===== src/hw/tlip_pkg.sv =====
package tlip_pkg;

  // Register byte addresses, one aligned word each
  localparam logic [11:0] CTRL0_OFF = 12'h000;
  localparam logic [11:0] CTRL2_OFF = 12'h004;
  localparam logic [11:0] CTRL3_OFF = 12'h008;
  localparam logic [11:0] PFLAG1_OFF = 12'h00C;
  localparam logic [11:0] PEN1_OFF = 12'h018;
  localparam logic [11:0] PPRI1_OFF = 12'h024;
  localparam logic [11:0] RSTCTL_OFF = 12'h030;
  localparam logic [11:0] REG_STRIDE = 12'h004;

  // General control register 0 fields
  localparam int GH_BIT = 7;
  localparam int PL_BIT = 6;
  localparam int TMR_EN_BIT = 5;
  localparam int EXT0_EN_BIT = 4;
  localparam int CHG_EN_BIT = 3;
  localparam int TMR_FLG_BIT = 2;
  localparam int EXT0_FLG_BIT = 1;
  localparam int CHG_FLG_BIT = 0;

  // General control register 2 fields
  localparam int EDGE0_BIT = 6;
  localparam int EDGE1_BIT = 5;
  localparam int EDGE2_BIT = 4;
  localparam int TMR_PRI_BIT = 2;
  localparam int CHG_PRI_BIT = 0;

  // General control register 3 fields
  localparam int EXT2_PRI_BIT = 7;
  localparam int EXT1_PRI_BIT = 6;
  localparam int EXT2_EN_BIT = 4;
  localparam int EXT1_EN_BIT = 3;
  localparam int EXT2_FLG_BIT = 1;
  localparam int EXT1_FLG_BIT = 0;

  // Reset control register field
  localparam int PME_BIT = 7;

  // Implemented-bit masks and reset values
  localparam logic [7:0] CTRL2_MASK = 8'h75;
  localparam logic [7:0] CTRL3_MASK = 8'hDB;
  localparam logic [7:0] RSTCTL_MASK = 8'h80;
  localparam logic [7:0] CTRL0_RST = 8'h00;
  localparam logic [7:0] CTRL2_RST = 8'h75;
  localparam logic [7:0] CTRL3_RST = 8'hC0;
  localparam logic [7:0] PEN_RST = 8'h00;
  localparam logic [7:0] PPRI_RST = 8'hFF;
  localparam logic [7:0] RSTCTL_RST = 8'h00;

  // Service vectors
  localparam logic [15:0] HI_VEC = 16'h0008;
  localparam logic [15:0] LO_VEC = 16'h0018;

  typedef enum logic [1:0] {SVC_IDLE, SVC_LO, SVC_HI, SVC_HI_OVER_LO} tlip_svc_e;

endpackage


===== src/hw/tlip_edge_sync.sv =====
`timescale 1ns/100ps
`default_nettype none

module tlip_edge_sync
(
  input wire logic ref_clk_i,
  input wire logic rstn_i,
  input wire logic pin_i,
  input wire logic rising_sel_i,
  output logic evt_o
);

  logic sync1_q;
  logic sync2_q;
  logic prev_q;

  // Two-stage synchroniser, then one more stage for the edge compare
  always_ff @(posedge ref_clk_i)
  begin
    if (!rstn_i)
    begin
      sync1_q <= 1'b0;
      sync2_q <= 1'b0;
      prev_q <= 1'b0;
    end
    else
    begin
      sync1_q <= pin_i;
      sync2_q <= sync1_q;
      prev_q <= sync2_q;
    end
  end

  // Edge of the selected polarity, one cycle wide
  assign evt_o = rising_sel_i ? (sync2_q & ~prev_q) : (~sync2_q & prev_q);

endmodule

`default_nettype wire


===== src/hw/tlip_flag_bank.sv =====
`timescale 1ns/100ps
`default_nettype none

module tlip_flag_bank
#(
  parameter int WIDTH = 8
)
(
  input wire logic ref_clk_i,
  input wire logic rstn_i,
  input wire logic [WIDTH-1:0] set_i,
  input wire logic wr_i,
  input wire logic [WIDTH-1:0] wdata_i,
  output logic [WIDTH-1:0] flag_o
);

  logic [WIDTH-1:0] flag_q;
  logic [WIDTH-1:0] flag_d;

  // Software write loads the flags, but a new event always wins
  assign flag_d = (wr_i ? wdata_i : flag_q) | set_i;

  always_ff @(posedge ref_clk_i)
  begin
    if (!rstn_i)
      flag_q <= '0;
    else
      flag_q <= flag_d;
  end

  assign flag_o = flag_q;

endmodule

`default_nettype wire


===== src/hw/tlip_irq_ctrl.sv =====
// What this block does
// External line zero is always high priority
// High vector 0008h, low vector 0018h
// High request preempts running low service
// Each source has flag, enable, priority
// Mode bit resets to compatibility; priorities ignored
// Peripheral enable gates only peripheral sources
// Global enable clear blocks every source
// Compatibility mode always vectors to 0008h
// High enable allows high, clear blocks all
// Low enable gates low sources, needs high
// Flag, enable, global enable together dispatch
// Dispatch clears the applicable global enable
// No low dispatch during high service
// Core pushes return address, loads vector
// Return sets the enable cleared on entry; a return in the same cycle as a high entry during low service is ignored
// Pin event to dispatch three-four cycles
// Flags set regardless of any enable
// Software clears serviced flags before re-enabling
// No memory-to-memory move on live registers
// Thirteen registers govern the controller
// Enables at bits 7, 6, reset zero
// Pins synchronised; evaluation once per instruction
//
// Decided for this implementation: the address map and the APB interface to the registers.
`timescale 1ns/100ps
`default_nettype none

module tlip_irq_ctrl
#(
  parameter int NUM_PREG = 3,
  parameter int ADDR_W = 12
)
(
  input wire logic ref_clk_i,
  input wire logic rstn_i,
  input wire logic [ADDR_W-1:0] paddr_i,
  input wire logic psel_i,
  input wire logic penable_i,
  input wire logic pwrite_i,
  input wire logic [31:0] pwdata_i,
  output logic [31:0] prdata_o,
  output logic pready_o,
  output logic pslverr_o,
  input wire logic [2:0] ext_line_i,
  input wire logic port_change_i,
  input wire logic timer_ovf_i,
  input wire logic [8*NUM_PREG-1:0] periph_evt_i,
  input wire logic instr_boundary_i,
  input wire logic return_from_service_instr_i,
  output logic dispatch_o,
  output logic [15:0] vector_o,
  output logic hi_service_o,
  output logic lo_service_o
);

  // Register map holds exactly this many peripheral groups
  if (NUM_PREG != 3)
    $error("tlip_irq_ctrl: NUM_PREG must be 3");
  if (ADDR_W < 6 || ADDR_W > 12)
    $error("tlip_irq_ctrl: ADDR_W must lie in 6..12");

  logic [11:0] addr;
  logic wr_en;
  logic rd_setup;
  logic sel_ctrl0;
  logic sel_ctrl2;
  logic sel_ctrl3;
  logic sel_rstctl;
  logic [NUM_PREG-1:0] sel_pflag;
  logic [NUM_PREG-1:0] sel_pen;
  logic [NUM_PREG-1:0] sel_ppri;
  logic mapped;

  // Address decode; wider buses beyond 12 bits are refused at elaboration
  assign addr = 12'(paddr_i);
  assign wr_en = psel_i & penable_i & pwrite_i;
  assign rd_setup = psel_i & ~penable_i & ~pwrite_i;
  assign sel_ctrl0 = (addr == tlip_pkg::CTRL0_OFF);
  assign sel_ctrl2 = (addr == tlip_pkg::CTRL2_OFF);
  assign sel_ctrl3 = (addr == tlip_pkg::CTRL3_OFF);
  assign sel_rstctl = (addr == tlip_pkg::RSTCTL_OFF);

  for (genvar g = 0; g < NUM_PREG; g++)
  begin : g_dec
    assign sel_pflag[g] = (addr == tlip_pkg::PFLAG1_OFF + 12'(g) * tlip_pkg::REG_STRIDE);
    assign sel_pen[g] = (addr == tlip_pkg::PEN1_OFF + 12'(g) * tlip_pkg::REG_STRIDE);
    assign sel_ppri[g] = (addr == tlip_pkg::PPRI1_OFF + 12'(g) * tlip_pkg::REG_STRIDE);
  end

  // Thirteen registers in all; anything else answers with an error
  assign mapped = sel_ctrl0 | sel_ctrl2 | sel_ctrl3 | sel_rstctl
                | (|sel_pflag) | (|sel_pen) | (|sel_ppri);

  // Stored control state
  logic gh_q;
  logic gh_d;
  logic pl_q;
  logic pl_d;
  logic [2:0] core_en_q;
  logic [7:0] ctrl2_q;
  logic [7:0] ctrl3_q;
  logic [7:0] rstctl_q;
  logic [NUM_PREG-1:0][7:0] pen_q;
  logic [NUM_PREG-1:0][7:0] ppri_q;
  logic pme;

  assign pme = rstctl_q[tlip_pkg::PME_BIT];

  // Event capture: pins synchronised, internal events already in this domain
  logic [2:0] ext_evt;
  logic chg_evt;
  logic [2:0] edge_sel;

  assign edge_sel = {ctrl2_q[tlip_pkg::EDGE2_BIT], ctrl2_q[tlip_pkg::EDGE1_BIT],
                     ctrl2_q[tlip_pkg::EDGE0_BIT]};

  for (genvar g = 0; g < 3; g++)
  begin : g_ext
    tlip_edge_sync u_ext_sync
    (
      .ref_clk_i(ref_clk_i),
      .rstn_i(rstn_i),
      .pin_i(ext_line_i[g]),
      .rising_sel_i(edge_sel[g]),
      .evt_o(ext_evt[g])
    );
  end

  // Port-change mismatch is a level; each new mismatch raises the flag
  tlip_edge_sync u_chg_sync
  (
    .ref_clk_i(ref_clk_i),
    .rstn_i(rstn_i),
    .pin_i(port_change_i),
    .rising_sel_i(1'b1),
    .evt_o(chg_evt)
  );

  // Flag banks; set by events with no regard to enables
  logic [2:0] core0_flag;
  logic [1:0] core3_flag;
  logic [NUM_PREG-1:0][7:0] pflag;
  logic [2:0] core0_set;
  logic [1:0] core3_set;

  assign core0_set = {timer_ovf_i, ext_evt[0], chg_evt};
  assign core3_set = {ext_evt[2], ext_evt[1]};

  tlip_flag_bank #(.WIDTH(3)) u_core0_flags
  (
    .ref_clk_i(ref_clk_i),
    .rstn_i(rstn_i),
    .set_i(core0_set),
    .wr_i(wr_en & sel_ctrl0),
    .wdata_i(pwdata_i[tlip_pkg::TMR_FLG_BIT:tlip_pkg::CHG_FLG_BIT]),
    .flag_o(core0_flag)
  );

  tlip_flag_bank #(.WIDTH(2)) u_core3_flags
  (
    .ref_clk_i(ref_clk_i),
    .rstn_i(rstn_i),
    .set_i(core3_set),
    .wr_i(wr_en & sel_ctrl3),
    .wdata_i(pwdata_i[tlip_pkg::EXT2_FLG_BIT:tlip_pkg::EXT1_FLG_BIT]),
    .flag_o(core3_flag)
  );

  for (genvar g = 0; g < NUM_PREG; g++)
  begin : g_pflag
    tlip_flag_bank #(.WIDTH(8)) u_pflags
    (
      .ref_clk_i(ref_clk_i),
      .rstn_i(rstn_i),
      .set_i(periph_evt_i[8*g +: 8]),
      .wr_i(wr_en & sel_pflag[g]),
      .wdata_i(pwdata_i[7:0]),
      .flag_o(pflag[g])
    );
  end

  // Per-source view: flag, enable and priority for the five core sources and the peripheral groups
  logic [4:0] core_flag;
  logic [4:0] core_en;
  logic [4:0] core_pri;
  logic [8*NUM_PREG-1:0] p_flag;
  logic [8*NUM_PREG-1:0] p_en;
  logic [8*NUM_PREG-1:0] p_pri;

  // Order: ext2, ext1, timer, ext0, port change
  assign core_flag = {core3_flag, core0_flag};
  assign core_en = {ctrl3_q[tlip_pkg::EXT2_EN_BIT], ctrl3_q[tlip_pkg::EXT1_EN_BIT], core_en_q};
  assign core_pri = {ctrl3_q[tlip_pkg::EXT2_PRI_BIT], ctrl3_q[tlip_pkg::EXT1_PRI_BIT],
                     ctrl2_q[tlip_pkg::TMR_PRI_BIT], 1'b1,
                     ctrl2_q[tlip_pkg::CHG_PRI_BIT]};
  assign p_flag = pflag;
  assign p_en = pen_q;
  assign p_pri = ppri_q;

  // Request qualification per mode
  logic core_any;
  logic periph_any;
  logic compat_req;
  logic hi_src;
  logic lo_src;
  logic hi_req;
  logic lo_req;

  assign core_any = |(core_flag & core_en);
  assign periph_any = |(p_flag & p_en);
  assign compat_req = gh_q & (core_any | (pl_q & periph_any));
  assign hi_src = |(core_flag & core_en & core_pri) | |(p_flag & p_en & p_pri);
  assign lo_src = |(core_flag & core_en & ~core_pri) | |(p_flag & p_en & ~p_pri);
  assign hi_req = gh_q & hi_src;
  assign lo_req = gh_q & pl_q & lo_src;

  // Service state: which routines are in progress
  tlip_pkg::tlip_svc_e svc_q;
  tlip_pkg::tlip_svc_e svc_d;
  logic take_hi;
  logic take_lo;
  logic ret;
  logic hi_active;
  logic lo_active;

  assign hi_active = (svc_q == tlip_pkg::SVC_HI) | (svc_q == tlip_pkg::SVC_HI_OVER_LO);
  assign lo_active = (svc_q == tlip_pkg::SVC_LO) | (svc_q == tlip_pkg::SVC_HI_OVER_LO);

  // Sampled only at instruction boundaries, so an event that arrives during a
  // longer instruction waits until that instruction ends
  assign take_hi = instr_boundary_i & (pme ? hi_req & ~hi_active
                                           : compat_req & ~hi_active);
  assign take_lo = instr_boundary_i & pme & lo_req & ~hi_active & ~lo_active
                   & ~take_hi;
  assign ret = return_from_service_instr_i;

  // Compatibility mode uses the high-level slot for every service
  always_comb
  begin
    svc_d = svc_q;
    case (svc_q)
      tlip_pkg::SVC_IDLE:
        if (take_hi)
          svc_d = tlip_pkg::SVC_HI;
        else if (take_lo)
          svc_d = tlip_pkg::SVC_LO;
      tlip_pkg::SVC_LO:
        if (take_hi)
          svc_d = tlip_pkg::SVC_HI_OVER_LO;
        else if (ret)
          svc_d = tlip_pkg::SVC_IDLE;
      tlip_pkg::SVC_HI:
        if (ret)
          svc_d = tlip_pkg::SVC_IDLE;
      tlip_pkg::SVC_HI_OVER_LO:
        if (ret)
          svc_d = tlip_pkg::SVC_LO;
      default:
        svc_d = tlip_pkg::SVC_IDLE;
    endcase
  end

  // Global enables: hardware clear on entry and set on return win over a
  // same-cycle software write, so a dispatch is never left half-done
  always_comb
  begin
    gh_d = gh_q;
    pl_d = pl_q;
    if (wr_en & sel_ctrl0)
    begin
      gh_d = pwdata_i[tlip_pkg::GH_BIT];
      pl_d = pwdata_i[tlip_pkg::PL_BIT];
    end
    if (take_hi)
      gh_d = 1'b0;
    else if (take_lo)
      pl_d = 1'b0;
    else if (ret)
    begin
      if (!pme || hi_active)
        gh_d = 1'b1;
      else if (lo_active)
        pl_d = 1'b1;
    end
  end

  // Enable and service registers
  always_ff @(posedge ref_clk_i)
  begin
    if (!rstn_i)
    begin
      gh_q <= tlip_pkg::CTRL0_RST[tlip_pkg::GH_BIT];
      pl_q <= tlip_pkg::CTRL0_RST[tlip_pkg::PL_BIT];
      svc_q <= tlip_pkg::SVC_IDLE;
    end
    else
    begin
      gh_q <= gh_d;
      pl_q <= pl_d;
      svc_q <= svc_d;
    end
  end

  // Plain software-written configuration registers
  always_ff @(posedge ref_clk_i)
  begin
    if (!rstn_i)
    begin
      core_en_q <= tlip_pkg::CTRL0_RST[tlip_pkg::TMR_EN_BIT:tlip_pkg::CHG_EN_BIT];
      ctrl2_q <= tlip_pkg::CTRL2_RST;
      ctrl3_q <= tlip_pkg::CTRL3_RST;
      rstctl_q <= tlip_pkg::RSTCTL_RST;
    end
    else if (wr_en)
    begin
      if (sel_ctrl0)
        core_en_q <= pwdata_i[tlip_pkg::TMR_EN_BIT:tlip_pkg::CHG_EN_BIT];
      if (sel_ctrl2)
        ctrl2_q <= pwdata_i[7:0] & tlip_pkg::CTRL2_MASK;
      if (sel_ctrl3)
        ctrl3_q <= pwdata_i[7:0] & tlip_pkg::CTRL3_MASK;
      if (sel_rstctl)
        rstctl_q <= pwdata_i[7:0] & tlip_pkg::RSTCTL_MASK;
    end
  end

  // Peripheral enable and priority groups
  always_ff @(posedge ref_clk_i)
  begin
    if (!rstn_i)
    begin
      pen_q <= {NUM_PREG{tlip_pkg::PEN_RST}};
      ppri_q <= {NUM_PREG{tlip_pkg::PPRI_RST}};
    end
    else
    begin
      for (int i = 0; i < NUM_PREG; i++)
      begin
        if (wr_en & sel_pen[i])
          pen_q[i] <= pwdata_i[7:0];
        if (wr_en & sel_ppri[i])
          ppri_q[i] <= pwdata_i[7:0];
      end
    end
  end

  // Read view assembled from live state
  logic [7:0] ctrl0_rd;
  logic [7:0] rd_byte;

  assign ctrl0_rd = {gh_q, pl_q, core_en_q, core0_flag};

  always_comb
  begin
    rd_byte = 8'h00;
    if (sel_ctrl0)
      rd_byte = ctrl0_rd;
    if (sel_ctrl2)
      rd_byte = ctrl2_q;
    if (sel_ctrl3)
      rd_byte = {ctrl3_q[7:2], core3_flag}; // Flags read from the flag bank, not from ctrl3_q bits 1:0
    if (sel_rstctl)
      rd_byte = rstctl_q;
    for (int i = 0; i < NUM_PREG; i++)
    begin
      if (sel_pflag[i])
        rd_byte = pflag[i];
      if (sel_pen[i])
        rd_byte = pen_q[i];
      if (sel_ppri[i])
        rd_byte = ppri_q[i];
    end
  end

  // Read data is captured in the setup cycle and stands through access
  logic [31:0] prdata_q;

  always_ff @(posedge ref_clk_i)
  begin
    if (!rstn_i)
      prdata_q <= 32'h0000_0000;
    else if (rd_setup)
      prdata_q <= {24'h00_0000, rd_byte};
  end

  // Zero-wait slave; unmapped addresses raise the error response
  assign prdata_o = prdata_q;
  assign pready_o = 1'b1;
  assign pslverr_o = psel_i & penable_i & ~mapped;

  // Dispatch strobe and vector to the core, which stacks the return address
  logic dispatch_q;
  logic [15:0] vector_q;

  always_ff @(posedge ref_clk_i)
  begin
    if (!rstn_i)
    begin
      dispatch_q <= 1'b0;
      vector_q <= 16'h0000;
    end
    else
    begin
      dispatch_q <= take_hi | take_lo;
      if (take_hi)
        vector_q <= tlip_pkg::HI_VEC;
      else if (take_lo)
        vector_q <= tlip_pkg::LO_VEC;
    end
  end

  assign dispatch_o = dispatch_q;
  assign vector_o = vector_q;
  assign hi_service_o = hi_active;
  assign lo_service_o = lo_active;

endmodule

`default_nettype wire


===== config.mk =====
export PLATFORM = sky130hd
export DESIGN_NAME = tlip_irq_ctrl
export DESIGN_NICKNAME = d
export VERILOG_FILES = /design/src/hw/tlip_pkg.sv /design/src/hw/tlip_edge_sync.sv /design/src/hw/tlip_flag_bank.sv /design/src/hw/tlip_irq_ctrl.sv
export SDC_FILE = /design/constraint.sdc
export NUM_CORES = 1
export LEC_CHECK = 0
export ABC_AREA = 1
export BUFFER_PORTS_ARGS = -buffer_cell sky130_fd_sc_hd__buf_2
export CORE_MARGIN = 3
export CORE_UTILIZATION = 44
export DETAILED_ROUTE_END_ITERATION = 7
export PLACE_DENSITY = 0.76
export SKIP_CTS_REPAIR_TIMING = 1
export SYNTH_ARGS = -nofsm -noshare
export SYNTH_HDL_FRONTEND = slang
export SYNTH_SLANG_ARGS = --single-unit

===== constraint.sdc =====
create_clock -name ref_clk_i -period 1.6 [get_ports ref_clk_i]
set_input_delay 0.32 -clock ref_clk_i [delete_from_list [all_inputs] [get_ports ref_clk_i]]
set_output_delay 0.32 -clock ref_clk_i [all_outputs]
set_load 0.01 [all_outputs]

==> flow_metrics.py <==
metrics = {
    "status": {
        "status": "finished with violations",
        "violations": "setup timing",
    },
    "detailed_routing": {
        "post-route-drc-count": 0,
        "drt-initial-drc-count": 818,
        "vias": 7086,
        "wl_mm": 23.5,
        "wl_per_cell_um": 17.9,
        "dr.pass1.iters": 6,
        "via_per_inst": 5.41,
        "ant_nets": 0,
    },
    "global_route": {
        "overflow": 0,
        "grt_pass1_vias": 6486,
        "grt_max_degree": 36,
        "antenna_found_initial": 0,
        "grtUsageTotal_pct": 28.8,
        "grt_pass1_wl_mm": 35.7,
    },
    "timing": {
        "fin_setup_tns_ns": -0.489,
        "period_minus_slack_ns": 1.79,
        "rsz0062_at_grt": "true",
        "maxSlewViolCount": 0,
        "fin_ws_ns": -0.189,
        "fin_crit_sh_pct": 112,
        "timing.fmax_ghz": 0.559,
        "skew_ns": 0.00925,
        "setup_viol": 6,
        "hold_viol": 0,
    },
    "worst_setup_path": {
        "cp-start-kind": "input port",
        "worstSetupPathType": "in2out",
        "cp.required_ns": 1.28,
        "crit_fanout": 4,
        "cp-end-kind": "output pin",
        "critPathArrivalTime_ns": 1.47,
    },
    "pwr": {
        "swShare_pct": 25.7,
        "combPwrFrac_pct": 8.5,
        "cellLeakagePower_nw": 4.29,
        "p_seq_share_pct": 40.6,
        "clockPowerShare_pct": 50.9,
        "ir_drop_uv": 807,
        "internal-power_mw": 5.58,
        "switchingPower_mw": 1.93,
        "p_per_area_nw_per_um2": 859,
    },
    "final_layout": {
        "design_area_um2": 8750,
        "multiInputGateArea_um2": 3500,
        "final_nets": 1196,
        "area_growth_pct": 36.7,
        "seq_area_um2": 2360,
        "finalNonFillerCells": 1309,
        "drive_gt1_share_pct": 30.9,
        "diodes": 0,
        "fill_cells": 1230,
    },
    "clock_tree": {
        "h-tree-depth": 4,
        "numCtsBuffers": 17,
        "clk_pin_slew_worst_paths_ns": 0.05,
        "insertion_delay_ns": 0.43,
        "cts_tree": "yes",
        "clk_path_buf_depth": 2,
        "root_buffer": "clkbuf_16",
        "numClockSinks": 117,
    },
    "yosys": {
        "yosys_warnings": 0,
        "synth_seq_cells": 117,
        "synth_cell_types": 41,
        "netlist_area_um2": 6400,
        "syn_area_per_cell_um2": 6.90,
        "yosys-top-cells-count": "211 x nand2_1, 117 x dfxtp_1, 110 x inv_1",
        "synth-edff-count": 0,
        "synth_top_area_share_pct": 36.6,
        "synth_most_common_cell": "nand2_1",
        "synthCells": 928,
        "ys.flop_type": "dfxtp_1",
        "async_reset_ff_share_pct": 0,
        "synth.yosys.seq_area_share_pct": 36.6,
        "synth_top_cell_by_area": "dfxtp_1",
        "ys_top_cells_by_area": "dfxtp_1 37%, nand2_1 12%, inv_1 6.5%, nand3_1 5.6%, buf_4 5.0%",
    },
    "die": {
        "initial_core_util_pct": 45.6,
        "die_area_um2": 16000,
        "die_width_um": 127,
        "coreArea_um2": 14000,
        "io_pins": 133,
        "rows": 43,
        "fp.dieH_um": 127,
    },
    "run": {
        "drv_cap": 0,
    },
    "placed_design": {
        "io_buffers": 69,
        "dp_cells": 1260,
        "dpl_cell_area_um2": 7690,
        "gp_congestion": 1.06,
        "dpl.hpwl_mm": 17.9,
    },
    "min_path": {
        "worst_hold_path_type": "in2reg",
    },
}
-- power by group through the flow --
stage	Combinational (mW)	Clock [mW]	Sequential, mW
2_1_floorplan	0.350	0	3.09
3_3_place_gp	0.578	0	3.10
3_5_place_dp	0.586	0	3.11
4_1_cts	0.588	3.86	3.04
5_1_grt	0.693	3.98	3.06
6_report	0.636	3.83	3.05
-- metal layers --
metal	share of wire (%)	track usage (%)
met1	41	38.8
met2	43	42.0
met3	11	8.42
met4	4.3	14.6
met5	0	0
-- registers in the layout, indices dropped and copies added, names as in the netlist, 4 cells and up --
register	cells
p_pri	24
ctrl3_q	4
g_pflag.u_pflags.flag_o	24
ctrl2_q	5
prdata_o	8
p_en	24
-- metrics by stage --
| stage | hold slack, ns | utilization [%] | power (mW) | setup slack (ns) |
|---|---|---|---|---|
| floorplan | 0.390 | - | 3.44 | -0.00327 |
| global placement | 0.393 | 54.8 | 3.68 | -0.475 |
| detailed placement | 0.402 | 54.8 | 3.69 | -0.445 |
| CTS | 0.0626 | 59.0 | 7.49 | -0.449 |
| global route | 0.0832 | 62.3 | 7.73 | -0.266 |
| finish | 0.0694 | 62.3 | 7.51 | -0.189 |
-- worst paths after layout --
path | to | cells after the start | from | slack (ns)
hold reg to reg | g_ext[0].u_ext_sync.sync2_q | 2 | g_ext[0].u_ext_sync.sync1_q | 0.41
hold / removal | g_ext[1].u_ext_sync.sync1_q | 3 | ext_line_i[1] | 0.07
setup reg to reg | vector_o[3] | 8 | g_pflag[2].u_pflags.flag_o[3] | 0.04
setup / recovery | pslverr_o | 10 | paddr_i[11] | -0.19
-- worst max-delay path: stages --
cell and delay [ns]:
buf_6 0.07, nor2_4 0.03, nand2_4 0.14, buf_12 0.14
nor2_4 0.04, nand2_2 0.09, clkinv_4 0.06, nor4_4 0.27
and3_1 0.17, buf_2 0.13
-- cell usage in the layout, fill, tap and decap left out, drive strengths merged --
cell type / n
dfxtp: 117
and3: 1
bufinv: 2
a31oi: 1
o22ai: 14
inv: 121
nor3: 12
a2111oi: 1
clkinv: 10
conb: 39
a21o: 1
o21ai: 78
o2111ai: 1
clkbuf: 18
a21oi: 55
nand4: 26
buf: 204
a221oi: 2
clkinvlp: 5
o31ai: 8
nor2: 80
nor4: 4
nand3b: 2
o21bai: 1
nand3: 74
nand2: 221
o211ai: 31
-- final cells by class --
type / instances / share of cell area, %
flip-flops and latches: 117 / 27.0
clock buffers: 18 / 5.02
clock inverters: 14 / 1.74
well taps: 180 / 2.57
inverters: 124 / 5.56
multi-input cells: 652 / 40.1
repair buffers: 204 / 18.0
-- cell families after synthesis --
logic type	Yosys count	synth area share, %
other	2	0.117
AND/OR/NAND/NOR	420	31.3
flip-flops	117	36.6
buffers and inverters	196	14.8
AO/OA/AOI/OAI	193	17.2
(Power assumes the default switching activity.)
